## src/mst_pkg.sv

```systemverilog
package mst_pkg;

   // Clock and timebase
   localparam int unsigned CLOCK_PERIOD_NS = 10;
   localparam int unsigned TICK_TIME_NS    = 100000;
   localparam int unsigned TICK_CYCLES     = TICK_TIME_NS / CLOCK_PERIOD_NS;
   localparam int unsigned TICK_W          = 14;

   // Field widths; all times are in 0.1 ms ticks
   localparam int unsigned TIME_W  = 17;
   localparam int unsigned WIDTH_W = 18;
   localparam int unsigned THR_W   = 22;
   localparam int unsigned ERR_W   = 32;

   // Setting limits and reset defaults
   localparam logic [TIME_W-1:0]         TIME_MAX          = 17'h186A0;
   localparam logic [THR_W-1:0]          THRESHOLD_MAX     = 22'h27FFFF;
   localparam logic [ERR_W-1:0]          COUNTS_PER_REV    = 32'h00280000;
   localparam logic [TIME_W-1:0]         DEF_BUSY_HOLD     = 17'h00000;
   localparam logic signed [WIDTH_W-1:0] DEF_MODE_WIDTH    = 18'sh3FFF6;
   localparam logic [THR_W-1:0]          DEF_THRESHOLD     = 22'h000190;
   localparam logic [TIME_W-1:0]         DEF_STABILITY     = 17'h00000;
   localparam logic [TIME_W-1:0]         TIME_ZERO         = 17'h00000;
   localparam logic [TICK_W-1:0]         TICK_ZERO         = 14'h0000;

   typedef enum logic [1:0] {
      MODE_LATCHED  = 2'b00,
      MODE_TRACKING = 2'b01,
      MODE_PULSED   = 2'b10
   } mst_mode_type;

   typedef enum logic [2:0] {
      ST_LOST   = 3'b000,
      ST_MOVING = 3'b001,
      ST_SETTLE = 3'b010,
      ST_HELD   = 3'b011,
      ST_PULSE  = 3'b100,
      ST_DONE   = 3'b101
   } mst_state_type;

   typedef struct packed {
      logic [TIME_W-1:0]         busy_hold_time;
      logic signed [WIDTH_W-1:0] settle_report_mode_width;
      logic [THR_W-1:0]          threshold;
      logic [TIME_W-1:0]         settle_stability_time;
   } mst_config_type;

   typedef struct packed {
      logic program_run;
      logic position_first;
      logic jog;
      logic self_tune_cmd;
      logic home_return;
   } mst_ops_type;

endpackage

```

## src/mst_timer.sv

```systemverilog
`timescale 1ns/1ps
`default_nettype none
module mst_timer
   import mst_pkg::*;
(
   // Clock and reset
   input  wire logic              i_clock,
   input  wire logic              i_arst_n,
   // Control
   input  wire logic              i_tick,
   input  wire logic              i_load,
   input  wire logic [TIME_W-1:0] i_value,
   // Status
   output logic                   o_running
);

   logic [TIME_W-1:0] count;
   logic [TIME_W-1:0] next_count;

   always_comb begin
      next_count = count;
      if (i_load) begin
         next_count = i_value;
      end else if (i_tick && count != TIME_ZERO) begin
         next_count = count - 17'h00001;
      end
   end

   always_ff @(posedge i_clock or negedge i_arst_n) begin
      if (!i_arst_n) begin
         count <= TIME_ZERO;
      end else begin
         count <= next_count;
      end
   end

   assign o_running = (count != TIME_ZERO);

endmodule
`default_nettype wire

```

## src/mst_motion_status.sv

```systemverilog
// Functional notes
// - Servo-state output follows servo active level.
// - Busy closed for internal operations, not pulses.
// - Busy held at least the hold time.
// - Next command accepted during busy hold window.
// - Settled closes only when completed and retained.
// - Settled open after reset or interruption.
// - Halt while moving, servo off, stops lose target.
// - Mode width sign selects reporting mode.
// - In tolerance when abs error within threshold.
// - Settled open stability time after start.
// - Latched start opens for width and stability.
// - Latched closes in tolerance, holds until start.
// - Tracking closes only while error within threshold.
// - Pulsed closes for width minus one to width ticks.
// - Pulsed start reopens output immediately.
// - Pulse-train pauses re-evaluate completion.
// - Threshold counted in position-sensor counts.
// - Latched/pulsed need tolerance for whole stability.
// - Alert closed after init when no warning.
`timescale 1ns/1ps
`default_nettype none
module mst_motion_status
   import mst_pkg::*;
#(
   parameter int unsigned P_TICK_CYCLES = TICK_CYCLES
)(
   // Clock and reset
   input  wire logic                    i_clock,
   input  wire logic                    i_arst_n,
   // Settings
   input  wire mst_config_type          i_config,
   // Drive state
   input  wire logic                    i_init_done,
   input  wire logic                    i_servo_active,
   input  wire logic                    i_warning,
   input  wire logic                    i_halt_request,
   // Operations in progress
   input  wire mst_ops_type             i_ops,
   // Motion events, one-cycle pulses
   input  wire logic                    i_start,
   input  wire logic                    i_target_reached,
   input  wire logic                    i_train_pulse,
   input  wire logic                    i_train_pause,
   input  wire logic                    i_alarm_stop,
   input  wire logic                    i_warning_stop,
   input  wire logic                    i_limit_stop,
   // Residual error counter
   input  wire logic signed [ERR_W-1:0] i_residual_error,
   // Status outputs, 1 means closed
   output logic                         o_servo_state_out,
   output logic                         o_busy_out,
   output logic                         o_settled_out,
   output logic                         o_alert_flag,
   output logic                         o_cmd_accept
);

   function automatic logic [TIME_W-1:0] clamp_time(input logic [TIME_W-1:0] v);
      clamp_time = (v > TIME_MAX) ? TIME_MAX : v;
   endfunction

   // One extra tick covers the unknown phase of the shared tick
   function automatic logic [TIME_W-1:0] min_ticks(input logic [TIME_W-1:0] v);
      logic [TIME_W-1:0] c;
      c = clamp_time(v);
      min_ticks = (c == TIME_ZERO) ? TIME_ZERO : c + 17'h00001;
   endfunction

   // Clamp before narrowing: the most negative setting has a magnitude one bit too wide
   function automatic logic [TIME_W-1:0] width_mag(input logic signed [WIDTH_W-1:0] w);
      logic [WIDTH_W-1:0] m;
      m = (w < 0) ? WIDTH_W'(-w) : WIDTH_W'(w);
      width_mag = (m > WIDTH_W'(TIME_MAX)) ? TIME_MAX : m[TIME_W-1:0];
   endfunction

   function automatic mst_mode_type mode_of(input logic signed [WIDTH_W-1:0] w);
      if (w < 0) begin
         mode_of = MODE_LATCHED;
      end else if (w == 0) begin
         mode_of = MODE_TRACKING;
      end else begin
         mode_of = MODE_PULSED;
      end
   endfunction

   // Common tick
   logic [TICK_W-1:0] tick_count;
   logic [TICK_W-1:0] next_tick_count;
   logic              tick;
   logic              next_tick;

   always_comb begin
      next_tick = (tick_count == TICK_W'(P_TICK_CYCLES - 1));
      next_tick_count = next_tick ? TICK_ZERO : tick_count + 14'h0001;
   end

   always_ff @(posedge i_clock or negedge i_arst_n) begin
      if (!i_arst_n) begin
         tick_count <= TICK_ZERO;
         tick       <= 1'b0;
      end else begin
         tick_count <= next_tick_count;
         tick       <= next_tick;
      end
   end

   // Derived conditions
   mst_mode_type      mode;
   logic [ERR_W-1:0]  abs_error;
   logic              in_tol;
   logic              op_any;
   logic              abort;
   logic              start_any;

   assign mode      = mode_of(i_config.settle_report_mode_width);
   assign abs_error = i_residual_error[ERR_W-1] ? ERR_W'(-i_residual_error)
                                                : ERR_W'(i_residual_error);
   // Threshold and error share position-sensor counts
   assign in_tol    = abs_error <= ERR_W'(i_config.threshold > THRESHOLD_MAX ?
                                          THRESHOLD_MAX : i_config.threshold);
   // Pulse-train motion is not an internal operation and never sets busy
   assign op_any    = |i_ops;
   assign start_any = i_start | i_train_pulse;

   // Timers
   logic              op_prev;
   logic              hold_load;
   logic              hold_running;
   logic              stab_load;
   logic              stab_running;
   logic              width_load;
   logic [TIME_W-1:0] width_value;
   logic              width_running;

   assign hold_load = op_any & ~op_prev;

   mst_timer u_hold_timer (
      .i_clock   (i_clock),
      .i_arst_n  (i_arst_n),
      .i_tick    (tick),
      .i_load    (hold_load),
      .i_value   (min_ticks(i_config.busy_hold_time)),
      .o_running (hold_running)
   );

   mst_timer u_stab_timer (
      .i_clock   (i_clock),
      .i_arst_n  (i_arst_n),
      .i_tick    (tick),
      .i_load    (stab_load),
      .i_value   (min_ticks(i_config.settle_stability_time)),
      .o_running (stab_running)
   );

   mst_timer u_width_timer (
      .i_clock   (i_clock),
      .i_arst_n  (i_arst_n),
      .i_tick    (tick),
      .i_load    (width_load),
      .i_value   (width_value),
      .o_running (width_running)
   );

   // Settled reporting
   mst_state_type state;
   mst_state_type next_state;
   logic          next_settled;

   always_comb begin
      abort = ~i_servo_active | i_alarm_stop | i_warning_stop | i_limit_stop |
              (i_halt_request & (state == ST_MOVING));
   end

   always_comb begin
      next_state  = state;
      stab_load   = 1'b0;
      width_load  = 1'b0;
      width_value = TIME_ZERO;
      case (state)
         ST_MOVING: begin
            if (i_target_reached | i_train_pause) begin
               next_state = ST_SETTLE;
            end
         end
         ST_SETTLE: begin
            if (!in_tol && mode != MODE_TRACKING) begin
               stab_load = 1'b1;
            end else if (!stab_running && !width_running) begin
               if (mode == MODE_PULSED) begin
                  next_state  = ST_PULSE;
                  width_load  = 1'b1;
                  width_value = width_mag(i_config.settle_report_mode_width);
               end else begin
                  next_state = ST_HELD;
               end
            end
         end
         ST_PULSE: begin
            if (!width_running) begin
               next_state = ST_DONE;
            end
         end
         ST_LOST, ST_HELD, ST_DONE: begin
            next_state = state;
         end
         default: begin
            next_state = ST_LOST;
         end
      endcase
      if (start_any) begin
         next_state = ST_MOVING;
         stab_load  = 1'b1;
         if (mode == MODE_LATCHED) begin
            width_load  = 1'b1;
            width_value = min_ticks(width_mag(i_config.settle_report_mode_width));
         end
      end
      if (abort) begin
         next_state = ST_LOST;
      end
   end

   always_comb begin
      case (next_state)
         ST_HELD: begin
            next_settled = (mode == MODE_TRACKING) ? in_tol : 1'b1;
         end
         ST_PULSE: begin
            next_settled = 1'b1;
         end
         default: begin
            next_settled = 1'b0;
         end
      endcase
   end

   // Output registers
   logic next_busy;
   logic next_accept;
   logic next_alert;

   always_comb begin
      next_busy   = op_any | hold_running;
      next_accept = i_servo_active & ~op_any;
      next_alert  = i_init_done & ~i_warning;
   end

   always_ff @(posedge i_clock or negedge i_arst_n) begin
      if (!i_arst_n) begin
         state             <= ST_LOST;
         op_prev           <= 1'b0;
         o_servo_state_out <= 1'b0;
         o_busy_out        <= 1'b0;
         o_settled_out     <= 1'b0;
         o_alert_flag      <= 1'b0;
         o_cmd_accept      <= 1'b0;
      end else begin
         state             <= next_state;
         op_prev           <= op_any;
         o_servo_state_out <= i_servo_active;
         o_busy_out        <= next_busy;
         o_settled_out     <= next_settled;
         o_alert_flag      <= next_alert;
         o_cmd_accept      <= next_accept;
      end
   end

   // Checks
   a_servo_follow: assert property (@(posedge i_clock) disable iff (!i_arst_n)
      ##1 o_servo_state_out == $past(i_servo_active))
      else $error("servo state output does not follow servo");

   a_busy_during_op: assert property (@(posedge i_clock) disable iff (!i_arst_n)
      op_any |=> o_busy_out)
      else $error("busy open during operation");

   a_busy_idle: assert property (@(posedge i_clock) disable iff (!i_arst_n)
      (!op_any && !hold_running) |=> !o_busy_out)
      else $error("busy closed with no operation");

   a_busy_hold: assert property (@(posedge i_clock) disable iff (!i_arst_n)
      ($rose(op_any) && i_config.busy_hold_time != TIME_ZERO) |=> hold_running [*8])
      else $error("busy hold timer not started");

   a_accept_hold: assert property (@(posedge i_clock) disable iff (!i_arst_n)
      (hold_running && !op_any && i_servo_active) |=> (o_busy_out && o_cmd_accept))
      else $error("command refused during hold window");

   a_reset_open: assert property (@(posedge i_clock) disable iff (!i_arst_n)
      (state == ST_LOST || state == ST_MOVING) |-> !o_settled_out)
      else $error("settled closed without completed positioning");

   a_loss_open: assert property (@(posedge i_clock) disable iff (!i_arst_n)
      (!i_servo_active || i_alarm_stop || i_limit_stop) |=> (!o_settled_out && state == ST_LOST))
      else $error("settled closed after target loss");

   a_start_opens: assert property (@(posedge i_clock) disable iff (!i_arst_n)
      (start_any && !abort) |=> (!o_settled_out && state == ST_MOVING))
      else $error("settled not opened by start");

   a_stab_blocks: assert property (@(posedge i_clock) disable iff (!i_arst_n)
      (stab_running && state != ST_HELD) |-> !o_settled_out)
      else $error("settled closed inside stability time");

   a_close_in_tol: assert property (@(posedge i_clock) disable iff (!i_arst_n)
      ($rose(o_settled_out) && $past(mode) != MODE_TRACKING) |-> $past(in_tol))
      else $error("settled closed out of tolerance");

   a_track_follow: assert property (@(posedge i_clock) disable iff (!i_arst_n)
      (next_state == ST_HELD && mode == MODE_TRACKING) |=> o_settled_out == $past(in_tol))
      else $error("tracking output does not follow tolerance");

   a_pulse_ends: assert property (@(posedge i_clock) disable iff (!i_arst_n)
      (state == ST_PULSE && !width_running) |=> !o_settled_out)
      else $error("settled pulse not ended");

   a_alert_flag: assert property (@(posedge i_clock) disable iff (!i_arst_n)
      ##1 o_alert_flag == $past(i_init_done && !i_warning))
      else $error("alert flag wrong");

endmodule
`default_nettype wire

```

## config.mk

```make
export PLATFORM = sky130hd
export DESIGN_NAME = mst_motion_status
export DESIGN_NICKNAME = d
export VERILOG_FILES = /design/src/mst_pkg.sv /design/src/mst_timer.sv /design/src/mst_motion_status.sv
export SDC_FILE = /design/constraint.sdc
export NUM_CORES = 1
export LEC_CHECK = 0
export BUFFER_PORTS_ARGS = -buffer_cell sky130_fd_sc_hd__buf_2
export CELL_PAD_IN_SITES_DETAIL_PLACEMENT = 1
export CELL_PAD_IN_SITES_GLOBAL_PLACEMENT = 1
export CORE_MARGIN = 5
export CORE_UTILIZATION = 39
export DETAILED_ROUTE_END_ITERATION = 8
export PLACE_DENSITY = 0.78
export SYNTH_ARGS = -nofsm -noshare
export SYNTH_HDL_FRONTEND = slang
export SYNTH_SLANG_ARGS = --single-unit
```

## constraint.sdc

```tcl
create_clock -name i_clock -period 3.5 [get_ports i_clock]
set_input_delay 0.875 -clock i_clock [delete_from_list [all_inputs] [get_ports i_clock]]
set_output_delay 0.875 -clock i_clock [all_outputs]
set_load 0.02 [all_outputs]
```

==> summary.txt <==
Timing
  • Max-slew violation count: 0
  • Final number of setup-violating endpoints: 38
  • Setup WS post-layout: -1579 ps
  • Setup TNS: -47070 ps
  • Tcrit/Tclk final: 1.451
  • Final Hold Viols: 0
  • WHS: 520.9 ps
  • Tightest Pin Transition: 1023 ps
  • Clock Skew: 14.83 ps
  • Final min period: 5079 ps
  • Max_slew headroom: 0.3178
  • RSZ-0062 raised after global routing: true
  • F_max: 196.9 MHz

Routing
  • Pre-antenna DRT Iters: 7
  • Drc violations: 0
  • Vias: 10480
  • Initial DRC Count: 715
  • Total wire length: 42520 um
  • WL per Instance: 26.31 um
  • Detail Route Antenna Nets: 0
  • Vias per inst: 6.486

Job
  • Max cap viols: 0

Clock network
  • Post-CTS Hold Fix Bufs: 0
  • Clock transition at the registers of the reported paths: 70 ps
  • TritonCTS buffer count: 9
  • # clock sinks: 75
  • Max H-tree Level: 3
  • Root Driver: clkbuf_16
  • CTS tree: done
  • CTS Buffer Depth: 2
  • Worst-Skew Late Latency: 350 ps

Critical path
  • R2R Path Start: u_width_timer.count[0]
  • Crit path from: i_config[45]
  • Crit. End Element: flip-flop
  • CP Class: input port to flip-flop
  • Crit start category: input port
  • Crit-path max FO: 7
  • FF-to-FF End: u_width_timer.count[3]
  • Crit path required time: 3720 ps
  • Reg2Reg Depth: 14
  • Worst reg-to-reg setup slack: -320 ps
  • Worst EP arrival: 5300 ps

Cells and area
  • Antenna cells: 0
  • Post-route cell area: 12150 um^2
  • Share of post-route cells with drive strength above 1: 0.4234
  • Synth-to-Final Area Change: 55.42%
  • Post-layout net count: 1505

GRT
  • Initial antenna violation count: 0
  • Pin count of the biggest net entering global routing: 76
  • Gr ovfl total: 0
  • GRT Total Usage: 0.2915
  • Vias in the first global route: 10480
  • First-pass GRT wire length: 53720 um

Synthesis
  • Post-synthesis simple-gate area fraction: 0.3157
  • Mapped Cells: 987
  • Complex-gate fraction of the synthesized area: 0.2136
  • Largest area contributor in the netlist: dfrtp_1
  • Most common cell in the netlist: nor2_1
  • Yosys top cell area share: 0.2400
  • Syn Nets: 1145
  • Unique masters post-synth: 89
  • Async set or reset register ratio after synthesis: 1.000
  • Main synth FF type: dfrtp_1
  • Synth top area cells: dfrtp_1 (24%), xnor2_1 (8.0%), ha_1 (5.4%)
  • Combinational family with the most area after synthesis: simple AND/OR/NAND/NOR gates
  • Post-Synth XOR/XNOR Area: 0.1264
  • Synthesized area: 7819 um^2
  • Sequential area share after synthesis: 0.2400
  • Multiplexer share of the synthesized area: 0.009121
  • Register bit total from synthesis: 75
  • Post-synthesis adder-cell area fraction: 0.05441
  • Avg Cell Area, Syn: 7.922 um^2
  • Yosys Warn Count: 0
  • EDFF count, synth: 0
  • Commonest cells post-synth: nor2_1 (107), dfrtp_1 (75), nand2_1 (72)

Placement
  • Post-Place Cell Area: 10570 um^2
  • IO buf count: 128
  • HPWL after DPL: 22780 um
  • GPL Wtd Cong: 0.9164

Min path
  • Hold Path Cell Cnt: 1
  • Hold path start: tick_count[0]
  • Worst hold path endpoint: tick_count[0]
  • Hold WC Path Type: flip-flop to flip-flop

Floorplanning
  • Top Ports: 129
  • Core Rows: 51
  • Die X: 151.6 um
  • Initial Util: 0.3991
  • Die area: 22980 um^2
  • Core area: 19590 um^2
  • Die Ht: 151.6 um

Power
  • Leak Pwr: 5.101 nW
  • PD cells: 287.5 nW/um^2
  • Total power: 3.494 mW
  • Peak VDD IR: 0.2567 mV

Status
  • Status: finished, violations left
  • Failing checks: negative setup slack
## metal layers
layer  global-route usage  routed length (um)  vias to the layer above
met5                    0                   0                        -
li1                     -                   -                     4405
met3              0.04194                3009                      257
met1               0.3396               15290                     5170
met4               0.1240                3140                        0
met2               0.5317               21080                      650
## worst max-delay path by stage
stage / end / slack, ps / depth (start not counted)
5_1_grt: u_width_timer.count[14] / -1740 / 17
2_1_floorplan: u_width_timer.count[14] / -1380 / 17
4_1_cts: u_width_timer.count[4] / -1060 / 18
3_3_place_gp: u_width_timer.count[2] / -1530 / 17
3_5_place_dp: u_width_timer.count[2] / -1630 / 17
6_report: u_width_timer.count[14] / -1580 / 17
## layout make-up
type | count | area (um^2)
inverters | 36 | 140.1
flip-flops and latches | 75 | 1877
repair buffers | 385 | 2850
multi-input cells | 840 | 6676
clock buffers | 12 | 236.5
fillers | 2294 | 7438
clock inverters | 3 | 40.04
well taps | 265 | 331.6
## metrics by stage
stage          worst slack [ps]  cells    util
2_1_floorplan             -1377    987       -
3_3_place_gp              -1534   1550  0.5394
3_5_place_dp              -1632   1550  0.5394
4_1_cts                   -1057   1593  0.5833
5_1_grt                   -1735   1616  0.6203
6_report                  -1579   1616  0.6203
## cell families after synthesis
| logic type | Yosys count |
|---|---|
| AND/OR/NAND/NOR | 458 |
| AO/OA/AOI/OAI | 229 |
| XOR/XNOR | 112 |
| flip-flops | 75 |
| buffers and inverters | 72 |
| adder cells (fa/ha/maj) | 34 |
| multiplexers | 7 |
## state kept, by name, indices dropped and copies added, names as in the netlist
signal,flops
o_alert_flag,1
o_servo_state_out,1
op_prev,1
state,3
o_busy_out,1
u_hold_timer.count,17
u_width_timer.count,17
o_cmd_accept,1
u_stab_timer.count,17
tick_count,14
tick,1
o_settled_out,1
## timing repair
action | in CTS | in global routing
resized for setup | 70 | 106
pin swaps | 49 | 55
setup endpoints to repair | 38 | 40
cloned | 0 | 1
buffers inserted | 28 | 26
## power by group
group	total, mW	switching [mW]	internal [mW]
registers	1.08	0.122	0.958
clock network	0.952	0.404	0.548
logic	1.46	0.820	0.642
## cell usage in the layout (no fill, tap or decap), drive strengths merged, types with 11 or more instances in the layout
master | synthesis | layout
a21oi | 48 | 48
and2 | 11 | 11
and3 | 12 | 12
buf | 14 | 384
clkbuf | 22 | 13
dfrtp | 75 | 75
ha | 34 | 34
inv | 36 | 36
nand2 | 72 | 72
nand3 | 49 | 49
nand4 | 21 | 21
nor2 | 107 | 107
nor3 | 45 | 45
nor4 | 35 | 35
o21ai | 44 | 44
o22ai | 17 | 17
o31ai | 17 | 17
o41ai | 12 | 12
or3 | 28 | 28
or4 | 19 | 19
xnor2 | 71 | 71
xor2 | 41 | 41
## worst max-delay path, stage by stage
cell,delay (ps)
buf_6,90
or4_4,600
or2_4,300
o41ai_4,330
buf_4,240
xor2_4,270
nor3_4,120
nor4_4,340
ha_2,250
inv_2,60
a2111oi_4,270
nor3b_4,290
nand4_1,230
o21ba_2,280
o211ai_1,220
o31ai_1,100
or3_1,410
Note: power is estimated with default switching activity, not from simulation.
